==> src/hdl/holdoff_regs.svh <==
// Register offsets, field positions, reset values and sizes of the strobe holdoff gate
`ifndef HOLDOFF_REGS_SVH
`define HOLDOFF_REGS_SVH

`define HO_ADDR_OUTPUT_SELECT   12'h000
`define HO_ADDR_FIRST_LINE      12'h004
`define HO_ADDR_LINE_COUNT      12'h008
`define HO_ADDR_PULSE_REQUEST   12'h00C
`define HO_ADDR_STATUS          12'h010

`define HO_OUT_LSB              4
`define HO_OUT_MSB              7
`define HO_OUTPUTS              4
`define HO_LINE_BITS            9
`define HO_F0_LSB               0
`define HO_F1_LSB               16
`define HO_SEL_LSB              30
`define HO_SEL_MSB              31
`define HO_ST_ACTIVE            0
`define HO_ST_FIELD             1
`define HO_ST_LINE_LSB          16

`define HO_RESET_OUTPUT_SELECT  4'hF
`define HO_RESET_FIRST_LINE_F0  9'h009
`define HO_RESET_FIRST_LINE_F1  9'h008
`define HO_RESET_LINE_COUNT     9'h001

`endif

==> src/hdl/holdoff_pkg.sv <==
// Types shared by the strobe holdoff gate
package holdoff_pkg;

    typedef enum logic [1:0] {
        field_zero_select  = 2'b00,
        field_one_select   = 2'b01,
        both_fields_select = 2'b10
    } field_sel_t;

    typedef enum logic [1:0] {
        gate_idle    = 2'b00,
        gate_waiting = 2'b01,
        gate_firing  = 2'b10
    } gate_state_t;

endpackage

==> src/hdl/output_postpone.sv <==
// One strobe output: fires a request at once or holds it until the window closes
`timescale 1ns/100ps

module output_postpone (
    // Clock and reset
    input  wire logic clk,
    input  wire logic resetn,
    input  wire logic ce,
    // Control
    input  wire logic request,
    input  wire logic obeys_window,
    input  wire logic window_active,
    // Results
    output logic      fire,
    output logic      pending
);

    holdoff_pkg::gate_state_t state;
    holdoff_pkg::gate_state_t next_state;

    always_comb begin
        next_state = state;
        case (state)
            holdoff_pkg::gate_idle: begin
                if (request && obeys_window && window_active) begin
                    next_state = holdoff_pkg::gate_waiting;
                end else if (request) begin
                    next_state = holdoff_pkg::gate_firing;
                end
            end
            holdoff_pkg::gate_waiting: begin
                // Mask changes act at once: a cleared bit releases a held request
                if (!(obeys_window && window_active)) begin
                    next_state = holdoff_pkg::gate_firing;
                end
            end
            holdoff_pkg::gate_firing: begin
                if (request && obeys_window && window_active) begin
                    next_state = holdoff_pkg::gate_waiting;
                end else if (!request) begin
                    next_state = holdoff_pkg::gate_idle;
                end
            end
            default: begin
                next_state = holdoff_pkg::gate_idle;
            end
        endcase
    end

    always_ff @(posedge clk or negedge resetn) begin
        if (!resetn) begin
            state <= holdoff_pkg::gate_idle;
        end else if (ce) begin
            state <= next_state;
        end
    end

    assign fire    = (state == holdoff_pkg::gate_firing);
    assign pending = (state == holdoff_pkg::gate_waiting);

endmodule // output_postpone

==> src/hdl/strobe_holdoff_gate.sv <==
// Strobe holdoff gate for output lines 4 to 7 with an AHB-Lite register slave
//
// Notes on behaviour
// - A mask bit per output line 4 to 7 makes that output obey the holdoff window when set and exempts it when clear.
// - An immediate or triggered pulse request that meets an active window on a masked output fires when the window ends.
// - After reset all four outputs 4 to 7 are masked into the holdoff.
// - Start and width are held apart for each field, and each write selects field zero, field one or both.
// - The window of a field begins at that field's programmed start line.
// - After reset the start line is 9 for field zero and 8 for field one.
// - The window length is a programmable count of video lines per field, measured from the start line.
// - After reset the width is one line for each field.
// - Mask, start and width writes act at once, never waiting on queued capture work.
//
// The implementer's own choices: the register addresses and the AHB-Lite slave port.
`timescale 1ns/100ps
`include "holdoff_regs.svh"

module strobe_holdoff_gate #(
    parameter int OUTPUTS   = `HO_OUTPUTS,
    parameter int LINE_BITS = `HO_LINE_BITS
) (
    // Clock, reset and enable
    input  wire logic                 clk,
    input  wire logic                 resetn,
    input  wire logic                 ce,
    // AHB-Lite slave
    input  wire logic                 hsel,
    input  wire logic [31:0]          haddr,
    input  wire logic [1:0]           htrans,
    input  wire logic                 hwrite,
    input  wire logic [2:0]           hsize,
    input  wire logic [31:0]          hwdata,
    input  wire logic                 hready,
    output logic                      hreadyout,
    output logic                      hresp,
    output logic [31:0]               hrdata,
    // Video timing
    input  wire logic                 field_start,
    input  wire logic                 field_id,
    input  wire logic                 line_start,
    // Trigger-driven requests, one bit per output 4 to 7
    input  wire logic [OUTPUTS-1:0]   triggered_pulse_request,
    // Strobe fire pulses for outputs 4 to 7
    output logic [OUTPUTS-1:0]        strobe_fire
);

    // Register state
    logic [OUTPUTS-1:0]   holdoff_output_select;
    logic [LINE_BITS-1:0] holdoff_first_line [2];
    logic [LINE_BITS-1:0] holdoff_line_count [2];
    logic [OUTPUTS-1:0]   immediate_pulse_request;
    logic [OUTPUTS-1:0]   next_output_select;
    logic [LINE_BITS-1:0] next_first_line [2];
    logic [LINE_BITS-1:0] next_line_count [2];
    logic [OUTPUTS-1:0]   next_immediate;

    // Bus state
    logic                 wr_pending;
    logic [11:0]          wr_addr;
    logic [31:0]          rd_data;
    logic                 next_wr_pending;
    logic [11:0]          next_wr_addr;
    logic [31:0]          next_rd_data;

    // Video timing state
    logic [LINE_BITS-1:0] line_number;
    logic                 current_field;
    logic                 window_active;
    logic [LINE_BITS-1:0] next_line_number;
    logic                 next_current_field;
    logic                 next_window_active;

    // Output state
    logic [OUTPUTS-1:0]   fire_now;
    logic [OUTPUTS-1:0]   pending;
    logic [OUTPUTS-1:0]   fire_q;
    logic                 ready_q;
    logic                 resp_q;

    // True when a write carrying this field selector touches the given field
    function automatic logic field_hit(input logic [1:0] sel, input logic fld);
        field_hit = (sel == holdoff_pkg::both_fields_select) ||
                    (sel == holdoff_pkg::field_zero_select && !fld) ||
                    (sel == holdoff_pkg::field_one_select && fld);
    endfunction

    logic       addr_phase;
    logic [1:0] wr_sel;
    assign addr_phase = hsel && hready && htrans[1];
    assign wr_sel     = hwdata[`HO_SEL_MSB:`HO_SEL_LSB];

    // Bus address phase capture and read data
    always_comb begin
        next_wr_pending = 1'b0;
        next_wr_addr    = wr_addr;
        next_rd_data    = rd_data;
        if (addr_phase) begin
            next_wr_pending = hwrite;
            next_wr_addr    = haddr[11:0];
            next_rd_data    = 32'h0000_0000;
            if (!hwrite) begin
                if (haddr[11:0] == `HO_ADDR_OUTPUT_SELECT) begin
                    next_rd_data[`HO_OUT_MSB:`HO_OUT_LSB] = holdoff_output_select;
                end else if (haddr[11:0] == `HO_ADDR_FIRST_LINE) begin
                    next_rd_data[`HO_F0_LSB +: LINE_BITS] = holdoff_first_line[0];
                    next_rd_data[`HO_F1_LSB +: LINE_BITS] = holdoff_first_line[1];
                end else if (haddr[11:0] == `HO_ADDR_LINE_COUNT) begin
                    next_rd_data[`HO_F0_LSB +: LINE_BITS] = holdoff_line_count[0];
                    next_rd_data[`HO_F1_LSB +: LINE_BITS] = holdoff_line_count[1];
                end else if (haddr[11:0] == `HO_ADDR_STATUS) begin
                    next_rd_data[`HO_ST_ACTIVE]                 = window_active;
                    next_rd_data[`HO_ST_FIELD]                  = current_field;
                    next_rd_data[`HO_OUT_MSB:`HO_OUT_LSB]       = pending;
                    next_rd_data[`HO_ST_LINE_LSB +: LINE_BITS] = line_number;
                end
            end
        end
    end

    always_ff @(posedge clk or negedge resetn) begin
        if (!resetn) begin
            wr_pending <= 1'b0;
            wr_addr    <= 12'h000;
            rd_data    <= 32'h0000_0000;
        end else if (ce) begin
            wr_pending <= next_wr_pending;
            wr_addr    <= next_wr_addr;
            rd_data    <= next_rd_data;
        end
    end

    // Register writes in the data phase, applied at once
    always_comb begin
        next_output_select = holdoff_output_select;
        next_first_line    = holdoff_first_line;
        next_line_count    = holdoff_line_count;
        next_immediate     = '0;
        if (wr_pending) begin
            if (wr_addr == `HO_ADDR_OUTPUT_SELECT) begin
                next_output_select = hwdata[`HO_OUT_MSB:`HO_OUT_LSB];
            end else if (wr_addr == `HO_ADDR_FIRST_LINE) begin
                for (int f = 0; f < 2; f++) begin
                    if (field_hit(wr_sel, f[0])) begin
                        next_first_line[f] = hwdata[LINE_BITS-1:0];
                    end
                end
            end else if (wr_addr == `HO_ADDR_LINE_COUNT) begin
                for (int f = 0; f < 2; f++) begin
                    if (field_hit(wr_sel, f[0])) begin
                        next_line_count[f] = hwdata[LINE_BITS-1:0];
                    end
                end
            end else if (wr_addr == `HO_ADDR_PULSE_REQUEST) begin
                next_immediate = hwdata[`HO_OUT_MSB:`HO_OUT_LSB];
            end
        end
    end

    always_ff @(posedge clk or negedge resetn) begin
        if (!resetn) begin
            holdoff_output_select   <= `HO_RESET_OUTPUT_SELECT;
            holdoff_first_line[0]   <= `HO_RESET_FIRST_LINE_F0;
            holdoff_first_line[1]   <= `HO_RESET_FIRST_LINE_F1;
            holdoff_line_count[0]   <= `HO_RESET_LINE_COUNT;
            holdoff_line_count[1]   <= `HO_RESET_LINE_COUNT;
            immediate_pulse_request <= '0;
        end else if (ce) begin
            holdoff_output_select   <= next_output_select;
            holdoff_first_line      <= next_first_line;
            holdoff_line_count      <= next_line_count;
            immediate_pulse_request <= next_immediate;
        end
    end

    // Line counting within the field and window decision
    logic [LINE_BITS:0] win_end;
    logic               sel_f;
    always_comb begin
        next_line_number   = line_number;
        next_current_field = current_field;
        if (field_start) begin
            next_line_number   = {{(LINE_BITS-1){1'b0}}, 1'b1};
            next_current_field = field_id;
        end else if (line_start && line_number != {LINE_BITS{1'b1}}) begin
            next_line_number = line_number + 1'b1;
        end
        sel_f   = next_current_field;
        win_end = {1'b0, holdoff_first_line[sel_f]} + {1'b0, holdoff_line_count[sel_f]};
        next_window_active = (next_line_number >= holdoff_first_line[sel_f]) &&
                             ({1'b0, next_line_number} < win_end);
    end

    always_ff @(posedge clk or negedge resetn) begin
        if (!resetn) begin
            line_number   <= '0;
            current_field <= 1'b0;
            window_active <= 1'b0;
        end else if (ce) begin
            line_number   <= next_line_number;
            current_field <= next_current_field;
            window_active <= next_window_active;
        end
    end

    // One postponing gate per output line
    generate
        for (genvar i = 0; i < OUTPUTS; i++) begin : g_out
            output_postpone u_gate (
                .clk           (clk),
                .resetn        (resetn),
                .ce            (ce),
                .request       (immediate_pulse_request[i] | triggered_pulse_request[i]),
                .obeys_window  (holdoff_output_select[i]),
                .window_active (window_active),
                .fire          (fire_now[i]),
                .pending       (pending[i])
            );
        end
    endgenerate

    always_ff @(posedge clk or negedge resetn) begin
        if (!resetn) begin
            fire_q <= '0;
        end else if (ce) begin
            fire_q <= fire_now;
        end
    end

    // Zero wait states and an OKAY response, both held in flip-flops
    always_ff @(posedge clk or negedge resetn) begin
        if (!resetn) begin
            ready_q <= 1'b1;
            resp_q  <= 1'b0;
        end else if (ce) begin
            ready_q <= 1'b1;
            resp_q  <= 1'b0;
        end
    end

    assign strobe_fire = fire_q;
    assign hrdata      = rd_data;
    assign hreadyout   = ready_q;
    assign hresp       = resp_q;

endmodule // strobe_holdoff_gate

==> config.mk <==
export PLATFORM = sky130hd
export DESIGN_NAME = strobe_holdoff_gate
export DESIGN_NICKNAME = d
export VERILOG_FILES = /design/src/hdl/holdoff_pkg.sv /design/src/hdl/output_postpone.sv /design/src/hdl/strobe_holdoff_gate.sv
export VERILOG_INCLUDE_DIRS = /design/src /design/src/hdl
export SDC_FILE = /design/constraint.sdc
export NUM_CORES = 1
export LEC_CHECK = 0
export BUFFER_PORTS_ARGS = -buffer_cell sky130_fd_sc_hd__buf_2
export CAP_MARGIN = 5
export CORE_MARGIN = 1
export CORE_UTILIZATION = 50
export CTS_CLUSTER_SIZE = 20
export DETAILED_ROUTE_END_ITERATION = 7
export GPL_ROUTABILITY_DRIVEN = 0
export PLACE_DENSITY = 0.74
export SYNTH_ARGS = -nofsm -noshare
export SYNTH_HDL_FRONTEND = slang
export SYNTH_HIERARCHICAL = 1
export SYNTH_SLANG_ARGS = --single-unit
==> constraint.sdc <==
create_clock -name clk -period 4.2 [get_ports clk]
set_clock_uncertainty 0.05 [all_clocks]
set_input_delay 0.21 -clock clk [delete_from_list [all_inputs] [get_ports clk]]
set_output_delay 0.21 -clock clk [all_outputs]
set_load 0.01 [all_outputs]
## After elaboration in Yosys (flattened, before gate mapping)

Index checks and enable logic that the tools add are counted.

- $add $sub $neg: 2
- Order comparisons: 3
- Equality and inequality tests: 29
- Mux-type cells: 55
- Bitwise gates (word level): 7
- Reduce and logical (&&, ||, !) cells: 35

Operator list:

| kind | count |
|---|---|
| 9-bit two-way mux | 15 |
| 2-bit two-way mux | 23 |
| 12-bit by 4-bit equality test with 1-bit output, second input constant | 3 |
| 4-bit two-way mux | 9 |
| 12-bit by 3-bit equality test with 1-bit output, second input constant | 2 |
| 12-bit zero test | 2 |
| 2-bit one-hot mux with 3 select lines | 4 |
| 1-bit logical AND | 16 |
| 4-bit AND reduction | 4 |
| 12-bit by 5-bit equality test with 1-bit output, second input constant | 1 |
| 3-bit by 1-bit inequality test with 1-bit output, second input constant | 4 |
| 3-bit inequality test, second input constant | 4 |
| 6-bit AND reduction | 2 |
| 9-bit by 9-bit adder with 10-bit output | 1 |
| 2-bit by 1-bit equality test with 1-bit output, second input constant | 5 |
| 2-bit equality test, second input constant | 5 |
| 2-bit zero test | 5 |
| 9-bit by 10-bit < comparator with 1-bit output | 1 |
| 5-bit AND reduction | 2 |
| 9-bit by 1-bit adder with 9-bit output, second input constant | 1 |
| 9-bit >= comparator | 1 |
| 9-bit inequality test, second input constant | 1 |
| 2-bit inequality test, second input constant | 4 |
| 1-bit two-way mux | 4 |
| other kinds (7) | 12 |

- Flip-flop bits (word level): 98
- Input bits: 82
- Output and inout bits: 38
- Logic and storage cells: 148

## Logic depth before layout (Yosys ltp)

Gate-level depths: netlist of run 1.

- Depth in word-level cells: 8
- Gate-level depth with buffers: 17

## Cells and area by module

Netlist of run 1, hierarchy kept.

By module, submodules not included:

| module | instances | cells each | area an instance (µm²) | sequential area each (µm²) |
|---|---|---|---|---|
| strobe_holdoff_gate | 1 | 483 | 5,241.3 | 2,263.4 |
| output_postpone | 4 | 12 | 120.1 | 50.0 |

## Worst setup path before layout of run 1

No wires, ideal clock.

- Path type: input to register
- Start: input field_start
- End: register window_active
- Library setup time: 0.094 ns
- Arrival time: 3.574 ns
- Path slack: 0.482 ns
- Stages: 14
- Buffers on the path: 2
- Cell sequence: clkbuf_1 mux2i_1 buf_1 mux2_2 ha_1 a211oi_1 nor2_1 o21a_1 o41a_1 xnor2_1 ha_1 a2111oi_0 nand3_1 a211oi_1

- Cells in the longest elaborated chain, start to end: 8
- Elaborated cells on any way between the ends: 13
- Those cells by class: add/sub: 1; order compare: 2; mux: 8; bitwise: 1; reduce/logical: 1

RTL lines:

| element | RTL line | source |
|---|---|---|
| start, declared | strobe_holdoff_gate.sv:38 | `input wire logic field_start,` |
| 1-bit two-way mux | strobe_holdoff_gate.sv:181 | `if (field_start) begin` |
| 1-bit NOT with 2-bit output (not written as such) | strobe_holdoff_gate.sv:188, strobe_holdoff_gate.sv:189 |  |
| 9-bit two-way mux (on tied branches) (3 in a row) | strobe_holdoff_gate.sv:188, strobe_holdoff_gate.sv:189 |  |
| 9-bit by 9-bit adder with 10-bit output | strobe_holdoff_gate.sv:188 | `win_end = {1'b0, holdoff_first_line[sel_f]} + {1'b0, holdoff_line_count[sel_f]};` |
| 9-bit by 10-bit < comparator with 1-bit output | strobe_holdoff_gate.sv:190 | `({1'b0, next_line_number} < win_end);` |
| 1-bit logical AND (*) | strobe_holdoff_gate.sv:189 | `next_window_active = (next_line_number >= holdoff_first_line[sel_f]) &&` |
| end signal, assigned | strobe_holdoff_gate.sv:201 | `window_active <= next_window_active;` |
| end, declared | strobe_holdoff_gate.sv:68 | `logic window_active;` |

Mark *: on every way between the ends. The rest lies on a longest branch, timed or not. The select of a mux whose other input is x is not followed.
A chain may end at the register's enable or synchronous reset.

## Worst setup path in the final report of run 1

- Start: register current_field
- End: register window_active

- Cells in the longest elaborated chain, start to end: 8
- Elaborated cells on any way between the ends: 12
- Those cells by class: add/sub: 1; order compare: 2; mux: 7; bitwise: 1; reduce/logical: 1

RTL lines:

| element | RTL line | source |
|---|---|---|
| start, declared | strobe_holdoff_gate.sv:67 | `logic current_field;` |
| start signal, assigned | strobe_holdoff_gate.sv:200 | `current_field <= next_current_field;` |
| 1-bit two-way mux (*) | strobe_holdoff_gate.sv:181 |  |
| 1-bit NOT with 2-bit output (not written as such) (*) | strobe_holdoff_gate.sv:188, strobe_holdoff_gate.sv:189 |  |
| 9-bit two-way mux (on tied branches) (3 in a row) | strobe_holdoff_gate.sv:188, strobe_holdoff_gate.sv:189 |  |
| 9-bit by 9-bit adder with 10-bit output | strobe_holdoff_gate.sv:188 |  |
| 9-bit by 10-bit < comparator with 1-bit output | strobe_holdoff_gate.sv:190 |  |
| 1-bit logical AND (*) | strobe_holdoff_gate.sv:189 |  |

Marks and branches as above.

==> results.cfg, run 1 <==
[synth]
seq_area_frac_synth_pct = 43.06
ys_seq_elements = 98
netlist_instances = 531
synth_top_family_by_area = multiplexers
synth.top_cell.area_share_pct = 38.92
ys.flop_type = dfrtp_1
synth_edf_count = 0
synth_cell_type_count = 61
syn_area_per_cell_sq_um = 10.78
yosys_warnings = 6
synth_area_leaders = dfrtp_1, mux2_2, ha_1
synth_compound_area_share_pct = 13.10
syn_area_sq_mm = 0.005722
synth_adder_area_share_pct = 6.910
synth_mux_area_share_pct = 15.35
synth_xor_area_share_pct = 1.990
async_reset_ff_share_pct = 100.0
synth_top_area_cell = dfrtp_1
yosys.area_share.simple_pct = 13.91

[final_layout]
fill_cells = 928
insertedDiodeCount = 0
drive_gt1_share_pct = 32.94
fin_nets = 700
area_growth_pct = 11.44

[pwr]
peakVddDrop_uv = 259.6
pwr_density_cell_mw_per_mm2 = 336.0
cellLeakagePower_nw = 3.120

[routing]
vias = 4164
wl_met3_microns = 593
ant_nets = 0
routedWlPerCell_microns = 17.50
drt_iter0_markers = 204
drc_errors = 0
top_layer_used = met4
wl_mm = 12.81
met1_length_mm = 5.541
viasPerCell = 5.689
wl_met2_mm = 6.399
dr.pass1.iters = 4

[worst_setup_path]
cp_slowest_cell = dfrtp_1
start_kind = flop
reg2reg_slack_ns = 0.36
cp_common_cell = a21oi_1
required_ns = 4.41
crit_buf_inv = 2
crit_family = compound AO/OA/AOI/OAI gates
r2r-end = window_active
cp_slowest_stage_delay_ns = 0.40
reg2reg_depth = 16
crit_path_max_fanout = 20
worstPathArrival_ns = 4.05
cp-end-kind = flop
crit_type = reg2reg
regToRegStartpoint = current_field
crit_chain = mux2i_2 > buf_4 > mux2_2 > ha_1 > inv_1 > fa_1 > nor2b_1 > o21ai_0 > a21oi_1 > o41ai_1 > xor2_1 > ha_1 > a21oi_1 > a21oi_1 > and3_1 > a211oi_1

[die]
ios = 120
die-area_sq_mm = 0.01188
die_w_microns = 109.0
rows = 38
fp.coreArea_sq_mm = 0.01098
initial_core_util_pct = 52.10
die_y_microns = 109.0

[clocking]
post-cts-setup-buffers = 0
cts_tree = done
cts_buffer_depth = 2
clk_pin_slew_worst_paths_ns = 0.07
cts_buffers = 9
h-tree-depth = 3
root_buffer = clkbuf_16
cts.sinks = 98
worstSkewPairLatency_ns = 0.35
cts-resized-gates = 0

[flow_run]
maxCapViolations = 0

[status]
outcome = complete, no violations

[sta]
fin_tns_setup_ns = 0
worst_pin_slew_ns = 1.021
hold_ws_ns = 0.01896
hold_viol = 0
rsz0062_at_grt = no
finalCritPeriodShare_pct = 91.50
slew_violations = 0
setup_viol = 0
min_period_ns = 3.843
max_freq_mhz = 260.2
relSlewSlack_pct = 31.48

[worst_hold_path]
worstHoldPathType = in2reg
min_from = haddr[9]
hold-path-endpoint = wr_addr[9]
hold_path_depth = 3

[grt]
grt_overflow = 0
grt_pass1_wl_mm = 20.83
antenna_found_initial = 0
grt_max_degree = 60
track_usage_pct = 23.29
grt_pass1_vias = 4250

[placement]
io_buffer_count = 58
hpwl_mm = 9.402
state kept, by name, indices dropped and copies added, names as in the netlist:
| name | cells |
|---|---|
| line_number | 9 |
| holdoff_first_line | 18 |
| holdoff_output_select | 4 |
| wr_addr | 12 |
| current_field | 1 |
| immediate_pulse_request | 4 |
| window_active | 1 |
| hrdata | 18 |
| g_out.u_gate/state | 8 |
| strobe_fire | 4 |
| holdoff_line_count | 18 |
| wr_pending | 1 |
cells in the mapped netlist (all sizes together), types with 2 or more instances:
| master | number |
|---|---|
| and4 | 2 |
| nor2 | 32 |
| ha | 30 |
| xnor2 | 2 |
| conb | 2 |
| mux2 | 70 |
| and3 | 8 |
| nand2 | 72 |
| clkbuf | 11 |
| a21oi | 7 |
| mux2i | 9 |
| dfrtp | 89 |
| o21a | 4 |
| xor2 | 11 |
| nand3 | 3 |
| nand4 | 6 |
| nor2b | 15 |
| o21ai | 23 |
| a22oi | 14 |
| nor4b | 2 |
| a221oi | 4 |
| o211ai | 7 |
| nor4 | 2 |
| or2 | 5 |
| nor3 | 8 |
| nand2b | 2 |
| a22o | 16 |
| dfstp | 9 |
| buf | 22 |
| inv | 20 |
| o2bb2ai | 4 |
| a211oi | 5 |
worst max path at each step:
stage / start / end / cells past startpoint
finish: current_field / window_active / 16
floorplan: field_start / window_active / 14
CTS: current_field / window_active / 13
detailed placement: field_start / window_active / 14
global placement: field_start / window_active / 14
global route: current_field / window_active / 16
kinds of logic after synthesis:
kind of cell,after synthesis
XOR/XNOR,13
other,2
AND/OR/NAND/NOR,162
buffers and inverters,54
adder cells (fa/ha/maj),31
AO/OA/AOI/OAI,92
flip-flops,98
multiplexers,79
area by class of cell:
cell class | instances | area [sq um] | area share [%]
clock buffers | 9 | 225.2 | 3.532
clock inverters | 7 | 92.59 | 1.452
inverters | 20 | 75.07 | 1.177
multi-input cells | 393 | 2997 | 47.00
flip-flops and latches | 98 | 2464 | 38.64
well taps | 140 | 175.2 | 2.747
repair buffers | 65 | 347.8 | 5.455
through the flow:
step / std cells / util (%) / total power (W) / setup slack, ns / area, sq um
detailed placement: 715 / 55.07 / 0.001281 / 0.2804 / 6048
CTS: 732 / 58.05 / 0.002163 / 0.3975 / 6376
global route: 732 / 58.05 / 0.002227 / 0.08768 / 6376
finish: 732 / 58.05 / 0.002142 / 0.3568 / 6376
global placement: 715 / 55.07 / 0.001268 / 0.3691 / 6048
floorplan: 545 / - / 0.001194 / 0.4819 / 5774
routing by layer:
metal / global-route usage, % / up-vias
met5: 0 / -
met1: 28.17 / 2062
met4: 11.87 / 0
met2: 39.62 / 109
met3: 4.184 / 18
li1: - / 1975
report_power, final:
group	total [W]	switching [W]	internal, W
Combinational	0.000229	0.000133	0.0000959
Clock	0.000880	0.000358	0.000522
Sequential	0.00103	0.0000421	0.000992
Total	0.00214	0.000533	0.00161
worst register-to-register path, stage by stage (launching register included):
cell and delay (ns):
dfrtp_1 0.40, mux2i_2 0.14, buf_4 0.31, mux2_2 0.41
ha_1 0.23, inv_1 0.07, fa_1 0.22, nor2b_1 0.06
o21ai_0 0.23, a21oi_1 0.15, o41ai_1 0.35, xor2_1 0.23
ha_1 0.28, a21oi_1 0.15, a21oi_1 0.08, and3_1 0.17
a211oi_1 0.22
layout by cell type (no fill, tap or decap), drive strengths merged, types with 3 or more instances in the layout:
master    n
nand4     6
clkinv    4
o21ai    23
nor2b    15
nand3     3
dfrtp    89
ha       30
a21oi     7
dfstp     9
a22o     16
or2       5
o211ai    7
xor2     11
mux2i     9
buf      64
o2bb2ai   4
a22oi    14
a211oi    5
and3      8
clkbuf    9
mux2     70
nor2     32
nor3      8
a221oi    4
conb     16
nand2    72
inv      21
o21a      4
repair_timing:
item | in CTS | in global routing
hold endpoints to repair | 53 | 0
hold buffers | 1 | 0
setup endpoints to repair | 0 | 0
No activity file was read; power rests on OpenSTA's default activity.
==> inputs of run 2 (changes only) <==
==> constraint.sdc (replaced) <==
create_clock -name clk -period 4.1 [get_ports clk]
set_clock_uncertainty 0.05 [all_clocks]
set_input_delay 0.205 -clock clk [delete_from_list [all_inputs] [get_ports clk]]
set_output_delay 0.205 -clock clk [all_outputs]
set_load 0.01 [all_outputs]
==> run 2 against run 1 <==
Against the previous run: maximum frequency grew 2.4%; power grew 4.0%; hold slack gained 0.0022 ns; global-route usage grew 0.25 points; cell count shrank 0.14%; sequential cell count is the same; critical path type unchanged; critical endpoint unchanged; largest cell class unchanged.
==> results.cfg, run 2 (synthesis results as in run 1) <==
[status]
outcome = complete, no violations

[clocking]
worstSkewPairLatency_ns = 0.35
h-tree-depth = 3
cts_buffers = 9
cts-resized-gates = 0
root_buffer = clkbuf_16
cts_buffer_depth = 2
clk_pin_slew_worst_paths_ns = 0.07
cts_tree = done
cts.sinks = 98

[final_layout]
fill_cells = 898
fin_nets = 700
design_area_sq_mm = 0.006401
final_cells = 731
insertedDiodeCount = 0
drive_gt1_share_pct = 32.66
final_common_cell = dfrtp_1
final_cell_mix = dfrtp_1, nand2_1, mux2_2
area_growth_pct = 11.87

[die]
ios = 120
die-area_sq_mm = 0.01188
initial_core_util_pct = 52.10
rows = 38
die_w_microns = 109.0
die_y_microns = 109.0
fp.coreArea_sq_mm = 0.01098

[pwr]
p_seq_share_pct = 47.6
pwr-share-comb_pct = 10.8
swShare_pct = 23.73
p_int_w = 0.001699
total_power_w = 0.002228
cellLeakagePower_nw = 3.126
pwr_density_cell_mw_per_mm2 = 348.1
peakVddDrop_uv = 256.7
clkPwrFrac_pct = 41.6
switching_power_w = 0.0005288

[sta]
min_period_ns = 3.754
rsz0062_at_grt = no
fin_tns_setup_ns = 0
slew_violations = 0
hold_viol = 0
relSlewSlack_pct = 30.89
worst_pin_slew_ns = 1.030
setup_viol = 0
max_freq_mhz = 266.4
finalCritPeriodShare_pct = 91.55

[worst_setup_path]
reg2reg_depth = 16
crit_path_max_fanout = 20
reg2reg_slack_ns = 0.35
cp-end-kind = flop
crit_family = compound AO/OA/AOI/OAI gates
regToRegStartpoint = current_field
crit_buf_inv = 2
cp_slowest_stage_delay_ns = 0.40
required_ns = 4.30
cp_common_cell = a21oi_1
cp_slowest_cell = dfrtp_1
r2r-end = window_active
start_kind = flop
crit_chain = mux2i_2 > buf_12 > mux2_2 > ha_1 > inv_1 > fa_1 > nor2b_1 > o21ai_0 > a21oi_1 > o41ai_1 > xor2_1 > ha_1 > a21oi_1 > a21oi_1 > and3_1 > a211oi_1
worstPathArrival_ns = 3.95
crit_type = reg2reg

[flow_run]
maxCapViolations = 0

[routing]
ant_nets = 0
viasPerCell = 5.744
drc_errors = 0
dr.pass1.iters = 4
vias = 4199
drt_iter0_markers = 206
wl_mm = 13.16
routedWlPerCell_microns = 18.00

[grt]
grt_max_degree = 60
grt_pass1_wl_mm = 21.02
track_usage_pct = 23.54
antenna_found_initial = 0
grt_overflow = 0
grt_pass1_vias = 4185

[placement]
place_area_sq_mm = 0.006061
hpwl_mm = 9.554
placedCellCount = 715
io_buffer_count = 58

[worst_hold_path]
min_from = haddr[9]
hold_path_depth = 3
worstHoldPathType = in2reg
hold-path-endpoint = wr_addr[9]
[run 2: area by class of cell]
class                           instances  area, sq um  area share, %
Clock buffer                           13        270.3          4.222
Clock inverter                          2        60.06         0.9382
Inverter                               20        75.07          1.173
Multi-Input combinational cell        393         2997          46.81
Sequential cell                        98         2464          38.49
Tap cell                              140        175.2          2.737
Timing Repair Buffer                   65        360.3          5.629
[run 2: worst min-delay path, cell delays in order]
cell,delay (ns)
buf_2,0.09
nand2_1,0.05
nand2_1,0.05
[run 2: power groups by stage]
| stage | Combinational [W] | Clock [W] | Sequential, W |
|---|---|---|---|
| finish | 0.000241 | 0.000926 | 0.00106 |
| global route | 0.000269 | 0.000984 | 0.00107 |
| CTS | 0.000242 | 0.000945 | 0.00106 |
| detailed placement | 0.000238 | 0 | 0.00108 |
| global placement | 0.000228 | 0 | 0.00107 |
| floorplan | 0.000157 | 0 | 0.00107 |
[run 2: metrics by stage]
step                      setup WS [ns]  hold WS (ns)  util, %
after floorplan                  0.3869       -0.1406        -
after global placement           0.3527        0.2534    55.18
after detailed placement         0.2928        0.2747    55.18
after CTS                        0.3903       0.01649    58.28
after global routing             0.1023       0.03556    58.28
final                            0.3463       0.02119    58.28
[run 2: worst max path at each step]
stage,from,end,depth (start not counted)
final,current_field,window_active,16
after CTS,current_field,window_active,16
after global placement,field_start,window_active,17
after global routing,current_field,window_active,16
after floorplan,field_start,window_active,14
after detailed placement,field_start,window_active,17
[run 2: metal layers]
layer	share of wire (%)	vias to the layer above	global-route usage [%]
li1	-	1979	-
met1	42	2091	29.17
met2	50	105	40.16
met3	4.9	24	4.423
met4	2.5	0	9.653
met5	0	-	0
[run 2: what timing repair did]
action,CTS,global route
hold buffers,1,0
setup buffers,0,0
endpoints found under the hold margin,53,0
